$ cat src/switch_table_access_pkg.sv
// constants for the switch table access command and status block
// assumes word registers on a plain strobe port, byte address = 4 * index
package switch_table_access_pkg;
  // ---------------------------------------------------------------
  // register indices and byte addresses
  // ---------------------------------------------------------------
  localparam int unsigned ADDR_W = 16;
  localparam int unsigned DATA_W = 32;
  localparam logic [15:0] IDX_VLAN_COMMAND   = 16'h1808;
  localparam logic [15:0] IDX_VLAN_DATA      = 16'h1809;
  localparam logic [15:0] IDX_VLAN_STATUS    = 16'h1810;
  localparam logic [15:0] IDX_CP_COMMAND     = 16'h1811;
  localparam logic [15:0] IDX_CP_WRITE_DATA  = 16'h1812;
  localparam logic [15:0] IDX_CP_READ_DATA   = 16'h1813;
  localparam logic [15:0] IDX_CP_STATUS      = 16'h1814;
  localparam logic [15:0] ADDR_VLAN_COMMAND  = 16'(IDX_VLAN_COMMAND * 4);
  localparam logic [15:0] ADDR_VLAN_DATA     = 16'(IDX_VLAN_DATA * 4);
  localparam logic [15:0] ADDR_VLAN_STATUS   = 16'(IDX_VLAN_STATUS * 4);
  localparam logic [15:0] ADDR_CP_COMMAND    = 16'(IDX_CP_COMMAND * 4);
  localparam logic [15:0] ADDR_CP_WRITE_DATA = 16'(IDX_CP_WRITE_DATA * 4);
  localparam logic [15:0] ADDR_CP_READ_DATA  = 16'(IDX_CP_READ_DATA * 4);
  localparam logic [15:0] ADDR_CP_STATUS     = 16'(IDX_CP_STATUS * 4);
  // ---------------------------------------------------------------
  // field positions, widths and reset values
  // ---------------------------------------------------------------
  localparam int unsigned PENDING_BIT   = 0;
  localparam int unsigned READ_NOT_WRITE_BIT = 7;
  localparam int unsigned CP_INDEX_W    = 6;
  localparam int unsigned CP_PRIO_W     = 3;
  localparam int unsigned VLAN_ID_W     = 12;
  localparam int unsigned VLAN_INDEX_W  = 4;
  localparam logic [11:0] VLAN_ID_NULL  = 12'h000;
  localparam logic [11:0] VLAN_ID_RSVD  = 12'h3FF;
  localparam logic        READ_NOT_WRITE_RESET = 1'b0;
  localparam logic [5:0]  CP_INDEX_RESET = 6'h00;
  localparam logic [2:0]  CP_PRIO_RESET = 3'h0;
  localparam logic [11:0] VLAN_ID_RESET = 12'h000;
  // ---------------------------------------------------------------
  // timing
  // ---------------------------------------------------------------
  localparam int unsigned ACCESS_CYCLES = 2;
endpackage

$ cat src/switch_table_access_cmd.sv
// indirect command and status access to the vlan and codepoint tables
// assumes one 40 MHz clock, synchronous inputs and a host that polls
//
// Behaviour
// RQ1 - vlan entry data keeps a 12-bit vlan identifier in bits 11:0
// RQ2 - software writes identifier zero only to disable an entry
// RQ3 - software never programs the reserved identifier 3FFh
// RQ4 - vlan status bit 0 is high while a vlan command runs, self-clears
// RQ5 - every codepoint command write launches the access it describes
// RQ6 - codepoint table maps received class field to receive priority
// RQ7 - read keeps pending set until read data is valid
// RQ8 - software stages write data before issuing a write command
// RQ9 - command bit 7 is read(1) or write(0), resets to zero
// RQ10 - index in bits 5:0 picks one of 64 entries, 31:8 and 6 read zero
// RQ11 - entry holds 3-bit priority in bits 2:0 of write and read data
// RQ12 - codepoint table is not cleared by reset; software fills it
// RQ13 - codepoint status bit 0 is pending, set per command, self-clears
// RQ14 - software issues no command or data change while pending
`timescale 1ns/100ps
module switch_table_access_cmd #(
  parameter int unsigned ACCESS_CYCLES = switch_table_access_pkg::ACCESS_CYCLES
) (
  input  wire logic        i_clock,
  input  wire logic        i_reset_n,
  input  wire logic [15:0] i_address,
  input  wire logic [31:0] i_write_data,
  input  wire logic        i_write,
  input  wire logic        i_read,
  input  wire logic [5:0]  i_class_code,
  output logic      [31:0] o_read_data,
  output logic      [2:0]  o_rx_priority
);
  // ---------------------------------------------------------------
  // elaboration checks and local types
  // ---------------------------------------------------------------
  localparam int unsigned CNT_W = $clog2(ACCESS_CYCLES + 1);
  localparam logic [CNT_W-1:0] CNT_LOAD = CNT_W'(ACCESS_CYCLES);
  localparam logic [CNT_W-1:0] CNT_ONE  = CNT_W'(1);
  localparam logic [CNT_W-1:0] CNT_ZERO = '0;
  generate
    if (ACCESS_CYCLES < 1) begin : g_bad_cycles
      $error("ACCESS_CYCLES must be at least one");
    end
  endgenerate

  // ---------------------------------------------------------------
  // address decode
  // ---------------------------------------------------------------
  logic wr_vlan_cmd, wr_vlan_data, wr_cp_cmd, wr_cp_data;
  assign wr_vlan_cmd  = i_write &&
                        i_address == switch_table_access_pkg::ADDR_VLAN_COMMAND;
  assign wr_vlan_data = i_write &&
                        i_address == switch_table_access_pkg::ADDR_VLAN_DATA;
  assign wr_cp_cmd    = i_write &&
                        i_address == switch_table_access_pkg::ADDR_CP_COMMAND;
  assign wr_cp_data   = i_write &&
      i_address == switch_table_access_pkg::ADDR_CP_WRITE_DATA;

  // ---------------------------------------------------------------
  // codepoint command, staging and pending counter
  // ---------------------------------------------------------------
  logic             cp_read_not_write_r;
  logic [5:0]       cp_index_r;
  logic [2:0]       cp_wdata_r;
  logic [2:0]       cp_rdata_r;
  logic [CNT_W-1:0] cp_cnt_r;
  logic             cp_pend;
  logic             cp_done;
  logic [2:0]       cp_mem [64];
  logic [2:0]       lookup_now;

  assign cp_pend    = cp_cnt_r != CNT_ZERO;
  assign cp_done    = cp_cnt_r == CNT_ONE && !wr_cp_cmd;
  assign lookup_now = cp_mem[i_class_code];

  // command fields; a new command restarts the access rather than queueing
  always_ff @(posedge i_clock or negedge i_reset_n) begin
    if (!i_reset_n) begin                                    // RQ9
      cp_read_not_write_r <= switch_table_access_pkg::READ_NOT_WRITE_RESET;
      cp_index_r          <= switch_table_access_pkg::CP_INDEX_RESET;
    end else if (wr_cp_cmd) begin
      cp_read_not_write_r <=
          i_write_data[switch_table_access_pkg::READ_NOT_WRITE_BIT];  // RQ9
      cp_index_r          <= i_write_data[5:0];              // RQ10
    end
  end

  // staged priority for the next table write
  always_ff @(posedge i_clock or negedge i_reset_n) begin
    if (!i_reset_n) begin
      cp_wdata_r <= switch_table_access_pkg::CP_PRIO_RESET;
    end else if (wr_cp_data) begin
      cp_wdata_r <= i_write_data[2:0];                       // RQ11
    end
  end

  // pending: loaded by a command write, which wins over the countdown
  always_ff @(posedge i_clock or negedge i_reset_n) begin
    if (!i_reset_n) begin
      cp_cnt_r <= CNT_ZERO;
    end else if (wr_cp_cmd) begin
      cp_cnt_r <= CNT_LOAD;                                  // RQ5 RQ13
    end else if (cp_pend) begin
      cp_cnt_r <= cp_cnt_r - CNT_ONE;                        // RQ13
    end
  end

  // read result lands in the same edge that pending drops
  always_ff @(posedge i_clock or negedge i_reset_n) begin
    if (!i_reset_n) begin
      cp_rdata_r <= switch_table_access_pkg::CP_PRIO_RESET;
    end else if (cp_done && cp_read_not_write_r) begin
      cp_rdata_r <= cp_mem[cp_index_r];                      // RQ7
    end
  end

  // table storage has no reset: contents are undefined until written
  always_ff @(posedge i_clock) begin
    if (cp_done && !cp_read_not_write_r) begin
      cp_mem[cp_index_r] <= cp_wdata_r;                      // RQ12
    end
  end

  // receive path lookup, one cycle of latency
  always_ff @(posedge i_clock or negedge i_reset_n) begin
    if (!i_reset_n) begin
      o_rx_priority <= switch_table_access_pkg::CP_PRIO_RESET;
    end else begin
      o_rx_priority <= lookup_now;                           // RQ6
    end
  end

  // ---------------------------------------------------------------
  // vlan table access
  // ---------------------------------------------------------------
  logic             vl_read_not_write_r;
  logic [3:0]       vl_index_r;
  logic [11:0]      vl_wdata_r;
  logic [11:0]      vl_rdata_r;
  logic [CNT_W-1:0] vl_cnt_r;
  logic             vl_pend;
  logic             vl_done;
  logic [11:0]      vl_mem [16];

  assign vl_pend = vl_cnt_r != CNT_ZERO;
  assign vl_done = vl_cnt_r == CNT_ONE && !wr_vlan_cmd;

  // vlan command fields
  always_ff @(posedge i_clock or negedge i_reset_n) begin
    if (!i_reset_n) begin
      vl_read_not_write_r <= switch_table_access_pkg::READ_NOT_WRITE_RESET;
      vl_index_r          <= 4'h0;
    end else if (wr_vlan_cmd) begin
      vl_read_not_write_r <=
          i_write_data[switch_table_access_pkg::READ_NOT_WRITE_BIT];
      vl_index_r          <= i_write_data[3:0];
    end
  end

  // staged identifier; zero and 3FFh are stored as given, software's care
  always_ff @(posedge i_clock or negedge i_reset_n) begin
    if (!i_reset_n) begin
      vl_wdata_r <= switch_table_access_pkg::VLAN_ID_RESET;
    end else if (wr_vlan_data) begin
      vl_wdata_r <= i_write_data[11:0];                      // RQ1
    end
  end

  // vlan pending countdown
  always_ff @(posedge i_clock or negedge i_reset_n) begin
    if (!i_reset_n) begin
      vl_cnt_r <= CNT_ZERO;
    end else if (wr_vlan_cmd) begin
      vl_cnt_r <= CNT_LOAD;                                  // RQ4
    end else if (vl_pend) begin
      vl_cnt_r <= vl_cnt_r - CNT_ONE;                        // RQ4
    end
  end

  // vlan read result and entry storage
  always_ff @(posedge i_clock or negedge i_reset_n) begin
    if (!i_reset_n) begin
      vl_rdata_r <= switch_table_access_pkg::VLAN_ID_RESET;
    end else if (vl_done && vl_read_not_write_r) begin
      vl_rdata_r <= vl_mem[vl_index_r];                      // RQ1
    end
  end

  always_ff @(posedge i_clock) begin
    if (vl_done && !vl_read_not_write_r) begin
      vl_mem[vl_index_r] <= vl_wdata_r;                      // RQ1
    end
  end

  // ---------------------------------------------------------------
  // read mux; unmapped addresses read zero
  // ---------------------------------------------------------------
  logic [31:0] rd_nxt;
  always_comb begin
    rd_nxt = 32'h0000_0000;
    unique case (i_address)
      switch_table_access_pkg::ADDR_VLAN_COMMAND:
        rd_nxt = {24'h00_0000, vl_read_not_write_r, 3'h0, vl_index_r};
      switch_table_access_pkg::ADDR_VLAN_DATA:
        rd_nxt = {20'h0_0000, vl_rdata_r};                   // RQ1
      switch_table_access_pkg::ADDR_VLAN_STATUS:
        rd_nxt = {31'h0000_0000, vl_pend};                   // RQ4
      switch_table_access_pkg::ADDR_CP_COMMAND:              // RQ10
        rd_nxt = {24'h00_0000, cp_read_not_write_r, 1'b0, cp_index_r};
      switch_table_access_pkg::ADDR_CP_WRITE_DATA:
        rd_nxt = {29'h0000_0000, cp_wdata_r};                // RQ11
      switch_table_access_pkg::ADDR_CP_READ_DATA:
        rd_nxt = {29'h0000_0000, cp_rdata_r};                // RQ11
      switch_table_access_pkg::ADDR_CP_STATUS:
        rd_nxt = {31'h0000_0000, cp_pend};                   // RQ13
      default:
        rd_nxt = 32'h0000_0000;
    endcase
  end

  // read data stands only in the cycle after the strobe
  always_ff @(posedge i_clock or negedge i_reset_n) begin
    if (!i_reset_n) begin
      o_read_data <= 32'h0000_0000;
    end else if (i_read) begin
      o_read_data <= rd_nxt;
    end else begin
      o_read_data <= 32'h0000_0000;
    end
  end

  // ---------------------------------------------------------------
  // assertions
  // ---------------------------------------------------------------
  // entries written since reset; the lookup check skips undefined entries
  logic [63:0] cp_filled_r;
  always_ff @(posedge i_clock or negedge i_reset_n) begin
    if (!i_reset_n) begin
      cp_filled_r <= 64'h0000_0000_0000_0000;
    end else if (cp_done && !cp_read_not_write_r) begin
      cp_filled_r[cp_index_r] <= 1'b1;
    end
  end
endmodule

$ cat config.mk
export PLATFORM = sky130hd
export DESIGN_NAME = switch_table_access_cmd
export DESIGN_NICKNAME = d
export VERILOG_FILES = /design/src/switch_table_access_pkg.sv /design/src/switch_table_access_cmd.sv
export SDC_FILE = /design/constraint.sdc
export NUM_CORES = 1
export LEC_CHECK = 0
export ABC_AREA = 1
export BUFFER_PORTS_ARGS = -buffer_cell sky130_fd_sc_hd__clkbuf_2
export CORE_MARGIN = 4
export CORE_UTILIZATION = 60
export CTS_CLUSTER_DIAMETER = 40
export DETAILED_ROUTE_END_ITERATION = 6
export GPL_ROUTABILITY_DRIVEN = 0
export PLACE_DENSITY = 0.78
export SETUP_SLACK_MARGIN = 0.02
export SLEW_MARGIN = 0
export SYNTH_ARGS = -nofsm -noshare
export SYNTH_HDL_FRONTEND = slang
export SYNTH_SLANG_ARGS = --single-unit
$ cat constraint.sdc
create_clock -name i_clock -period 2.4 [get_ports i_clock]
set_input_delay 0.24 -clock i_clock [delete_from_list [all_inputs] [get_ports i_clock]]
set_output_delay 0.24 -clock i_clock [all_outputs]
set_load 0.02 [all_outputs]
== Yosys cells after proc, flatten, opt, wreduce, memory -nomap -nowiden ==
Memory sizes are Yosys's and may differ from the RTL's. A register that Yosys moved wholly into a read port is not among the register bits.
Index checks and enable logic that the tools add are counted.
Word-level totals
  flip-flop bits (word level): 63
  RAM bits: 384
  output and inout bits: 35
  logic and storage cells: 53
  memories kept: 2
Memory list
  cp_mem: words 64, bits a word 3, rd ports 2, clocked after memory_dff 2, write ports 1, RTL line switch_table_access_cmd.sv:69  | logic [2:0] cp_mem [64];
  vl_mem: words 16, bits a word 12, rd ports 1, clocked after memory_dff 1, write ports 1, RTL line switch_table_access_cmd.sv:143  | logic [11:0] vl_mem [16];
Operators by class
  add/subtract/negate cells: 2
  equality and inequality tests: 9
  muxes and demuxes: 10
  reduce and logical (&&, ||, !) cells: 21
Operators by type and width (count)
  $eq 16x15->1 const B: 7
  $pmux 12 s7: 1
  $mux 32: 1
  $logic_and 1x1->1: 10
  $mux 2: 4
  $reduce_bool 2->1: 4
  $logic_not 1->1: 7
  $eq 2x1->1 const B: 2
  $mux 1: 4
  $sub 2x1->2 const B: 2

== Logic depth before layout (Yosys ltp) ==
Gate-level depths: netlist of the first run.
  word-level depth: 7
  depth in mapped cells: 12

== Least setup slack after synthesis of the first run ==
No wires, ideal clock.
  kind: reg2reg
  start: register vl_cnt_r[1]
  end: memory vl_mem[11][0] (enable)
  data arrival time: 1774 ps
  slack: 246 ps
  cell stages (with the launch flop): 8
  buffers on the path: 0
  period minus slack after synthesis: 2154 ps
  cell sequence: dfrtp_1 -> inv_1 -> ha_1 -> inv_1 -> or2_2 -> a21oi_1 -> nand2_1 -> nor2_1
On the way
  word-level cells in the longest chain between the ends: 5
Ends and longest elaborated chain
  start, declared: RTL line switch_table_access_cmd.sv:140  | logic [CNT_W-1:0] vl_cnt_r;
  start signal, assigned: RTL line switch_table_access_cmd.sv:176  | vl_cnt_r <= vl_cnt_r - CNT_ONE;
  $eq 2x1->1: RTL line switch_table_access_cmd.sv:146  | assign vl_done = vl_cnt_r == CNT_ONE && !wr_vlan_cmd;
  $logic_and 1x1->1: RTL line switch_table_access_cmd.sv:146
  $logic_and 1x1->1: RTL line switch_table_access_cmd.sv:190  | if (vl_done && !vl_read_not_write_r) begin
  $mux 1: RTL line switch_table_access_cmd.sv:190
  $mux 1 (not written as such): RTL line switch_table_access_cmd.sv:191  | vl_mem[vl_index_r] <= vl_wdata_r;
  end, declared: RTL line switch_table_access_cmd.sv:143
No other way between the ends.

==> results of run 1 <==
path summary, 6_finish.rpt:
path / startpoint / to / slack, ps / cells past startpoint
worst min-delay path: i_class_code[4] / o_rx_priority[2] / 80 / 4
min in group asynchronous: i_reset_n / o_read_data[8] / 270 / 2
max in group asynchronous: i_reset_n / cp_rdata_r[0] / 1490 / 3
worst max register to register: cp_index_r[0] / cp_rdata_r[2] / 170 / 11
worst min register to register: vl_rdata_r[9] / vl_rdata_r[9] / 500 / 2
worst max-delay path: cp_index_r[0] / cp_rdata_r[2] / 170 / 11
kinds of logic (layout without fill, tap and decap cells):
kind of cell	Yosys count	after routing	share of synthesized area, %
AND/OR/NAND/NOR	936	936	19.3
flip-flops	445	445	64.2
buffers and inverters	360	491	7.64
AO/OA/AOI/OAI	303	303	8.68
adder cells (fa/ha/maj)	4	4	0.246
other	1	20	0.0184
layer usage:
layer	track usage, %	vias to the layer above
met3	5.23	204
met5	0	-
li1	-	7124
met1	37.5	7287
met4	12.7	0
met2	48.6	982
synth_stat cells (2+ instances only):
| master | number |
|---|---|
| o211ai_1 | 3 |
| edfxtp_1 | 384 |
| nand2_1 | 536 |
| nor2_4 | 2 |
| buf_4 | 30 |
| buf_1 | 7 |
| buf_2 | 47 |
| nor3_1 | 10 |
| buf_6 | 4 |
| nand2_2 | 2 |
| nor2_2 | 6 |
| nand3_1 | 214 |
| o21ai_1 | 7 |
| nor2_1 | 134 |
| dfrtp_1 | 61 |
| clkbuf_1 | 30 |
| inv_1 | 237 |
| a22oi_1 | 97 |
| inv_2 | 3 |
| nand4_1 | 16 |
| o21ai_0 | 112 |
| or2_2 | 13 |
| ha_1 | 4 |
| a21oi_1 | 84 |
tightest hold or removal path: stages:
cell	delay [ps]
clkbuf_2	140
nand3_1	100
nand3_1	70
nand2_1	90
registers in the layout, indices dropped and copies added, names as in the netlist, 4 cells and up:
name,flops
vl_wdata_r,12
cp_mem,192
vl_rdata_r,12
vl_index_r,4
o_read_data,12
cp_index_r,6
vl_mem,192
through the flow:
| step | total power, mW | hold slack (ps) | cell area, um^2 | utilization, % |
|---|---|---|---|---|
| after CTS | 17.9 | 60.5 | 23400 | 69.8 |
| after floorplan | 9.32 | -55.6 | 20400 | - |
| after global routing | 18.4 | 110 | 23400 | 69.8 |
| after global placement | 9.69 | 357 | 21400 | 63.9 |
| final | 17.8 | 82.1 | 23400 | 69.8 |
| after detailed placement | 9.74 | 367 | 21400 | 63.9 |
power groups by stage:
stage | Combinational (mW) | Clock, mW | Sequential [mW]
floorplan | 0.674 | 0 | 8.65
global placement | 1.05 | 0 | 8.64
detailed placement | 1.08 | 0 | 8.65
CTS | 1.11 | 8.26 | 8.50
global route | 1.23 | 8.64 | 8.50
finish | 1.13 | 8.18 | 8.50
area by class of cell:
class | instances | area (um^2)
sequential | 445 | 13100
fill | 2312 | 10100
multi-input combinational | 1263 | 5830
clock buffer | 59 | 1360
timing repair buffer | 155 | 1220
inverter | 241 | 905
tap | 448 | 561
clock inverter | 36 | 444
what timing repair did:
| item | CTS | global route |
|---|---|---|
| endpoints found under the hold margin | 53 | 0 |
| endpoints found under the setup margin | 0 | 1 |
| gates resized for setup | 0 | 1 |
| hold buffers | 15 | 0 |
==> impl_metrics.xml, run 1 <==
<?xml version="1.0" encoding="UTF-8"?>
<metrics>
  <group name="outcome">
    <metric name="status" unit="">complete, no violations</metric>
  </group>
  <group name="global_routing">
    <metric name="via_count_of_the_first_global_routing_pass" unit="">15343</metric>
    <metric name="grt_max_degree" unit="">75</metric>
    <metric name="grt.overflow.total" unit="">0</metric>
    <metric name="grt_pass1_wl" unit="mm">83.0</metric>
    <metric name="antenna_found_initial" unit="">0</metric>
    <metric name="gr-usage-all-layers" unit="%">29.1</metric>
  </group>
  <group name="route">
    <metric name="detail_route.vias_per_cell" unit="">5.89</metric>
    <metric name="detailroute.wirelength.met2" unit="mm">26.0</metric>
    <metric name="avgRoutedWirePerCell" unit="um">20.2</metric>
    <metric name="wl" unit="mm">53.4</metric>
    <metric name="final_antenna_net_count" unit="">0</metric>
    <metric name="drt_first_iter_violations" unit="">2121</metric>
    <metric name="remaining_drc_errors" unit="">0</metric>
    <metric name="wl_met3" unit="mm">5.24</metric>
    <metric name="maxUsedRoutingLayer" unit="">met4</metric>
    <metric name="drt_first_pass_iters" unit="">6</metric>
    <metric name="drt-met1-wl" unit="mm">19.5</metric>
    <metric name="dr_total_vias" unit="">15597</metric>
  </group>
  <group name="synth">
    <metric name="ys.warnings.count" unit="">0</metric>
    <metric name="post_synth_inst_count" unit="">2049</metric>
    <metric name="postSynth.asyncResetShare" unit="%">13.7</metric>
    <metric name="synth_top_area_share" unit="%">56.7</metric>
    <metric name="ys_seq_area_share" unit="%">64.2</metric>
    <metric name="synth.avg_cell_area" unit="um^2">9.93</metric>
    <metric name="synth_enable_flop_cells" unit="">384</metric>
    <metric name="synth_top_cells_by_area" unit="">edfxtp_1 (57%), nand2_1 (9.9%), dfrtp_1 (7.5%)</metric>
    <metric name="synth.cell_area" unit="um^2">20400</metric>
    <metric name="yosys_most_used_dff" unit="">edfxtp_1</metric>
    <metric name="synthDistinctLibCells" unit="">30</metric>
    <metric name="synth_top_cell_by_area" unit="">edfxtp_1</metric>
    <metric name="ys_seq_elements" unit="">445</metric>
  </group>
  <group name="clock_network">
    <metric name="worst_skew_pair.late_latency" unit="ps">600</metric>
    <metric name="clkSlewWorstSetupHoldPaths" unit="ps">60</metric>
    <metric name="number_of_buffers_added_by_the_clock_tree_synthesis_step" unit="">52</metric>
    <metric name="root_buffer" unit="">clkbuf_16</metric>
    <metric name="ctsLongestPathBuffers" unit="">3</metric>
    <metric name="numClockSinks" unit="">445</metric>
    <metric name="maximum_level_of_the_cts_h_tree" unit="">2</metric>
    <metric name="cts_tree" unit="">done</metric>
    <metric name="post_cts_buffers" unit="">0</metric>
  </group>
  <group name="pwr">
    <metric name="vdd.ir_drop.worst" unit="mV">0.674</metric>
    <metric name="seq_power_share" unit="%">47.7</metric>
    <metric name="p_clk_share" unit="%">45.9</metric>
    <metric name="power.switching" unit="mW">4.02</metric>
    <metric name="p_int" unit="mW">13.8</metric>
    <metric name="power.static_leakage" unit="nW">10.2</metric>
    <metric name="swShare" unit="%">22.5</metric>
    <metric name="pwr-share-comb" unit="%">6.4</metric>
    <metric name="power.density" unit="nW/um^2">762</metric>
  </group>
  <group name="setup_path">
    <metric name="cp_max_fo" unit="">37</metric>
    <metric name="timing.critical_path.from_type" unit="">register</metric>
    <metric name="path_common_cell" unit="">nand2_1</metric>
    <metric name="cp_top_family" unit="">simple AND/OR/NAND/NOR gates</metric>
    <metric name="cpPeakStageDelay" unit="ps">550</metric>
    <metric name="critical-path-slowest-cell" unit="">dfrtp_4</metric>
    <metric name="timing.setup.critical_path_class" unit="">register to register</metric>
    <metric name="worst_path_cell_trace" unit="">buf_12 -&gt; buf_12 -&gt; nand2_1 -&gt; nand3_1 -&gt; nand2_1 -&gt; o21ai_0 -&gt; nand2_1 -&gt; nor2_1 -&gt; nand2_1 -&gt; nand2_1 -&gt; nand2_1</metric>
    <metric name="timing.critical_path.to_type" unit="">register</metric>
    <metric name="worst_ep_arrival_time" unit="ps">2710</metric>
    <metric name="worst-path-buf-inv" unit="">2</metric>
    <metric name="worst-endpoint-required" unit="ps">2880</metric>
  </group>
  <group name="timing">
    <metric name="post-route-period-util" unit="%">92.9</metric>
    <metric name="final.setup_skew" unit="ps">26.8</metric>
    <metric name="timing_max_transition_violations_final" unit="">0</metric>
    <metric name="worst_pin_slew" unit="ps">835</metric>
    <metric name="rsz0062_at_grt" unit="">false</metric>
    <metric name="final.setup.worst_slack" unit="ps">170</metric>
    <metric name="finalWorstPathRequiredPeriod" unit="ps">2230</metric>
    <metric name="max_slew_margin" unit="%">44.3</metric>
    <metric name="timing.setup.tns" unit="ps">0</metric>
    <metric name="fmaxAchievable" unit="MHz">448</metric>
    <metric name="number_of_setup_violations_in_the_final_report" unit="">0</metric>
    <metric name="timing.final.hold_violations" unit="">0</metric>
  </group>
  <group name="min_path">
    <metric name="hold_path.class" unit="">input port to register</metric>
  </group>
  <group name="die">
    <metric name="die_x" unit="um">192</metric>
    <metric name="starting_density" unit="%">60.7</metric>
    <metric name="io-pin-count" unit="">93</metric>
    <metric name="die_y" unit="um">192</metric>
    <metric name="core_region_area" unit="um^2">33500</metric>
    <metric name="num_rows" unit="">67</metric>
    <metric name="die-area" unit="um^2">36900</metric>
  </group>
  <group name="finish">
    <metric name="layoutNonFillerInstCount" unit="">2647</metric>
    <metric name="layout.cells.most_common_list" unit="">nand2_1 (536), edfxtp_1 (384), inv_1 (237), nand3_1 (214), nor2_1 (131)</metric>
    <metric name="synthToLayoutAreaGrowth" unit="%">14.9</metric>
    <metric name="layout-drive-gt1-share" unit="%">11.9</metric>
    <metric name="n_antenna_cell" unit="">0</metric>
    <metric name="finalNetCount" unit="">2220</metric>
    <metric name="layout_commonest_cell" unit="">nand2_1</metric>
  </group>
  <group name="placement">
    <metric name="port-buffer-count" unit="">52</metric>
    <metric name="dpl_worst_slack" unit="ps">272</metric>
    <metric name="detailed_place_hpwl" unit="mm">34.4</metric>
    <metric name="placed_cells" unit="">2537</metric>
  </group>
  <group name="run">
    <metric name="cap_viol_max_count" unit="">0</metric>
  </group>
</metrics>
(Power assumes the default switching activity.)
==> run 2: changes to the inputs <==
--- a/config.mk
+++ b/config.mk
@@ -9,6 +9,7 @@
 export BUFFER_PORTS_ARGS = -buffer_cell sky130_fd_sc_hd__clkbuf_2
 export CORE_MARGIN = 4
 export CORE_UTILIZATION = 60
+export CTS_BUF_LIST = sky130_fd_sc_hd__clkbuf_4 sky130_fd_sc_hd__clkbuf_8
 export CTS_CLUSTER_DIAMETER = 40
 export DETAILED_ROUTE_END_ITERATION = 6
 export GPL_ROUTABILITY_DRIVEN = 0
==> impl_metrics.xml, run 2 (same netlist as run 1, synthesis figures left out) <==
<?xml version="1.0" encoding="UTF-8"?>
<metrics>
  <group name="outcome">
    <metric name="status" unit="">complete, no violations</metric>
  </group>
  <group name="clock_network">
    <metric name="root_buffer" unit="">clkbuf_8</metric>
    <metric name="cts_tree" unit="">done</metric>
    <metric name="number_of_buffers_added_by_the_clock_tree_synthesis_step" unit="">74</metric>
    <metric name="maximum_level_of_the_cts_h_tree" unit="">3</metric>
    <metric name="worst_skew_pair.late_latency" unit="ps">640</metric>
    <metric name="clkSlewWorstSetupHoldPaths" unit="ps">60</metric>
    <metric name="post_cts.resized_instances" unit="">0</metric>
    <metric name="ctsLongestPathBuffers" unit="">3</metric>
    <metric name="numClockSinks" unit="">445</metric>
    <metric name="post_cts_buffers" unit="">0</metric>
    <metric name="cts.hold.buffers_added" unit="">15</metric>
  </group>
  <group name="min_path">
    <metric name="worst_hold_startpoint" unit="">i_class_code[4]</metric>
    <metric name="hold_path.class" unit="">input port to register</metric>
  </group>
  <group name="global_routing">
    <metric name="gr-usage-all-layers" unit="%">28.9</metric>
    <metric name="via_count_of_the_first_global_routing_pass" unit="">15279</metric>
    <metric name="grt_max_degree" unit="">75</metric>
    <metric name="grt.overflow.total" unit="">0</metric>
    <metric name="grt_pass1_wl" unit="mm">82.5</metric>
    <metric name="antenna_found_initial" unit="">0</metric>
  </group>
  <group name="timing">
    <metric name="timing.setup.tns" unit="ps">0</metric>
    <metric name="worst_pin_slew" unit="ps">830</metric>
    <metric name="timing_max_transition_violations_final" unit="">0</metric>
    <metric name="number_of_setup_violations_in_the_final_report" unit="">0</metric>
    <metric name="fmaxAchievable" unit="MHz">452</metric>
    <metric name="finalWorstPathRequiredPeriod" unit="ps">2210</metric>
    <metric name="timing.final.hold_violations" unit="">0</metric>
    <metric name="final.setup_skew" unit="ps">31.6</metric>
    <metric name="max_slew_margin" unit="%">44.7</metric>
    <metric name="post-route-period-util" unit="%">92.3</metric>
    <metric name="rsz0062_at_grt" unit="">false</metric>
    <metric name="final.setup.worst_slack" unit="ps">185</metric>
  </group>
  <group name="route">
    <metric name="avgRoutedWirePerCell" unit="um">19.6</metric>
    <metric name="dr_total_vias" unit="">15602</metric>
    <metric name="detail_route.vias_per_cell" unit="">5.81</metric>
    <metric name="drt_first_iter_violations" unit="">1853</metric>
    <metric name="remaining_drc_errors" unit="">0</metric>
    <metric name="wl" unit="mm">52.7</metric>
    <metric name="drt_first_pass_iters" unit="">6</metric>
    <metric name="final_antenna_net_count" unit="">0</metric>
  </group>
  <group name="finish">
    <metric name="layout-drive-gt1-share" unit="%">13.1</metric>
    <metric name="layout.cell_area.non_filler" unit="um^2">23100</metric>
    <metric name="finalNetCount" unit="">2242</metric>
    <metric name="reg_top3" unit="">cp_mem x192, vl_mem x192</metric>
    <metric name="layout_commonest_cell" unit="">nand2_1</metric>
    <metric name="finalCoreUtilization" unit="%">68.9</metric>
    <metric name="layout.cells.most_common_list" unit="">nand2_1 (536), edfxtp_1 (384), inv_1 (237), nand3_1 (214), nor2_1 (131)</metric>
    <metric name="synthToLayoutAreaGrowth" unit="%">13.5</metric>
    <metric name="final_layout_fill_cell_count" unit="">2380</metric>
    <metric name="n_antenna_cell" unit="">0</metric>
  </group>
  <group name="setup_path">
    <metric name="timing.critical_path.to_type" unit="">register</metric>
    <metric name="timing.critical_path.from_type" unit="">register</metric>
    <metric name="timing.setup.critical_path_class" unit="">register to register</metric>
    <metric name="timing.critical_path.from" unit="">cp_index_r[0]</metric>
    <metric name="critical-path-slowest-cell" unit="">dfrtp_4</metric>
    <metric name="worst_path_cell_trace" unit="">buf_12 -&gt; buf_12 -&gt; nand2_1 -&gt; nand3_1 -&gt; nand2_1 -&gt; o21ai_0 -&gt; nand2_1 -&gt; nor2_1 -&gt; nand2_1 -&gt; nand2_1 -&gt; nand2_1</metric>
    <metric name="path_common_cell" unit="">nand2_1</metric>
    <metric name="worst-endpoint-required" unit="ps">2910</metric>
    <metric name="worst-path-buf-inv" unit="">2</metric>
    <metric name="worstReg2RegStart" unit="">cp_index_r[0]</metric>
    <metric name="worst_ep_arrival_time" unit="ps">2720</metric>
    <metric name="cp_top_family" unit="">simple AND/OR/NAND/NOR gates</metric>
    <metric name="cpPeakStageDelay" unit="ps">550</metric>
    <metric name="setup.reg_to_reg.worst_slack" unit="ps">190</metric>
    <metric name="cp_max_fo" unit="">37</metric>
  </group>
  <group name="placement">
    <metric name="dpl_worst_slack" unit="ps">272</metric>
    <metric name="detailed_place_hpwl" unit="mm">34.4</metric>
    <metric name="placement.cell_area" unit="um^2">21400</metric>
    <metric name="port-buffer-count" unit="">52</metric>
  </group>
  <group name="pwr">
    <metric name="power.static_leakage" unit="nW">10.1</metric>
    <metric name="power.density" unit="nW/um^2">710</metric>
    <metric name="total_power" unit="mW">16.4</metric>
    <metric name="vdd.ir_drop.worst" unit="mV">0.593</metric>
  </group>
  <group name="run">
    <metric name="cap_viol_max_count" unit="">0</metric>
  </group>
  <group name="die">
    <metric name="die_y" unit="um">192</metric>
    <metric name="num_rows" unit="">67</metric>
    <metric name="die_x" unit="um">192</metric>
    <metric name="core_region_area" unit="um^2">33500</metric>
    <metric name="starting_density" unit="%">60.7</metric>
    <metric name="io-pin-count" unit="">93</metric>
    <metric name="die-area" unit="um^2">36900</metric>
  </group>
</metrics>
run 2: worst paths after layout:
| kind | endpoint | cells after the start |
|---|---|---|
| hold reg to reg | vl_rdata_r[9] | 2 |
| setup reg to reg | cp_rdata_r[0] | 11 |
| max in group asynchronous | cp_index_r[0] | 2 |
| min in group asynchronous | o_read_data[8] | 2 |
| hold / removal | o_rx_priority[2] | 4 |
| setup / recovery | cp_rdata_r[0] | 11 |
run 2: final cells by class:
class | count | area (um^2) | area share [%]
clock buffer | 100 | 1260 | 5.44
clock inverter | 35 | 251 | 1.09
inverter | 241 | 905 | 3.92
multi-input combinational | 1263 | 5830 | 25.3
sequential | 445 | 13100 | 56.6
tap | 448 | 561 | 2.43
timing repair buffer | 155 | 1220 | 5.30
run 2: report_power, final:
group / switching [mW] / internal (mW)
sequential: 0.0537 / 8.45
combinational: 0.757 / 0.377
clock: 3.01 / 3.75
total: 3.82 / 12.6
run 2: layer usage:
metal  track usage [%]  vias up  part of all wire [%]
met5                 0        -                     0
met4              13.9        0                   4.8
met3              5.02      197                   9.7
met2              48.1      961                    49
met1              37.1     7274                    37
li1                  -     7170                     -
run 2: per-stage QoR:
stage          cells  hold WS, ps
5_1_grt         2687         64.3
4_1_cts         2687         13.1
2_1_floorplan   2068        -55.6
3_3_place_gp    2537          357
6_report        2687         55.7
3_5_place_dp    2537          367
run 2: worst reg2reg max path, cell delays in order (launching register included):
cell,delay (ps)
dfrtp_4,550
buf_12,240
buf_12,220
nand2_1,100
nand3_1,80
nand2_1,60
o21ai_0,270
nand2_1,180
nor2_1,220
nand2_1,90
nand2_1,60
nand2_1,40
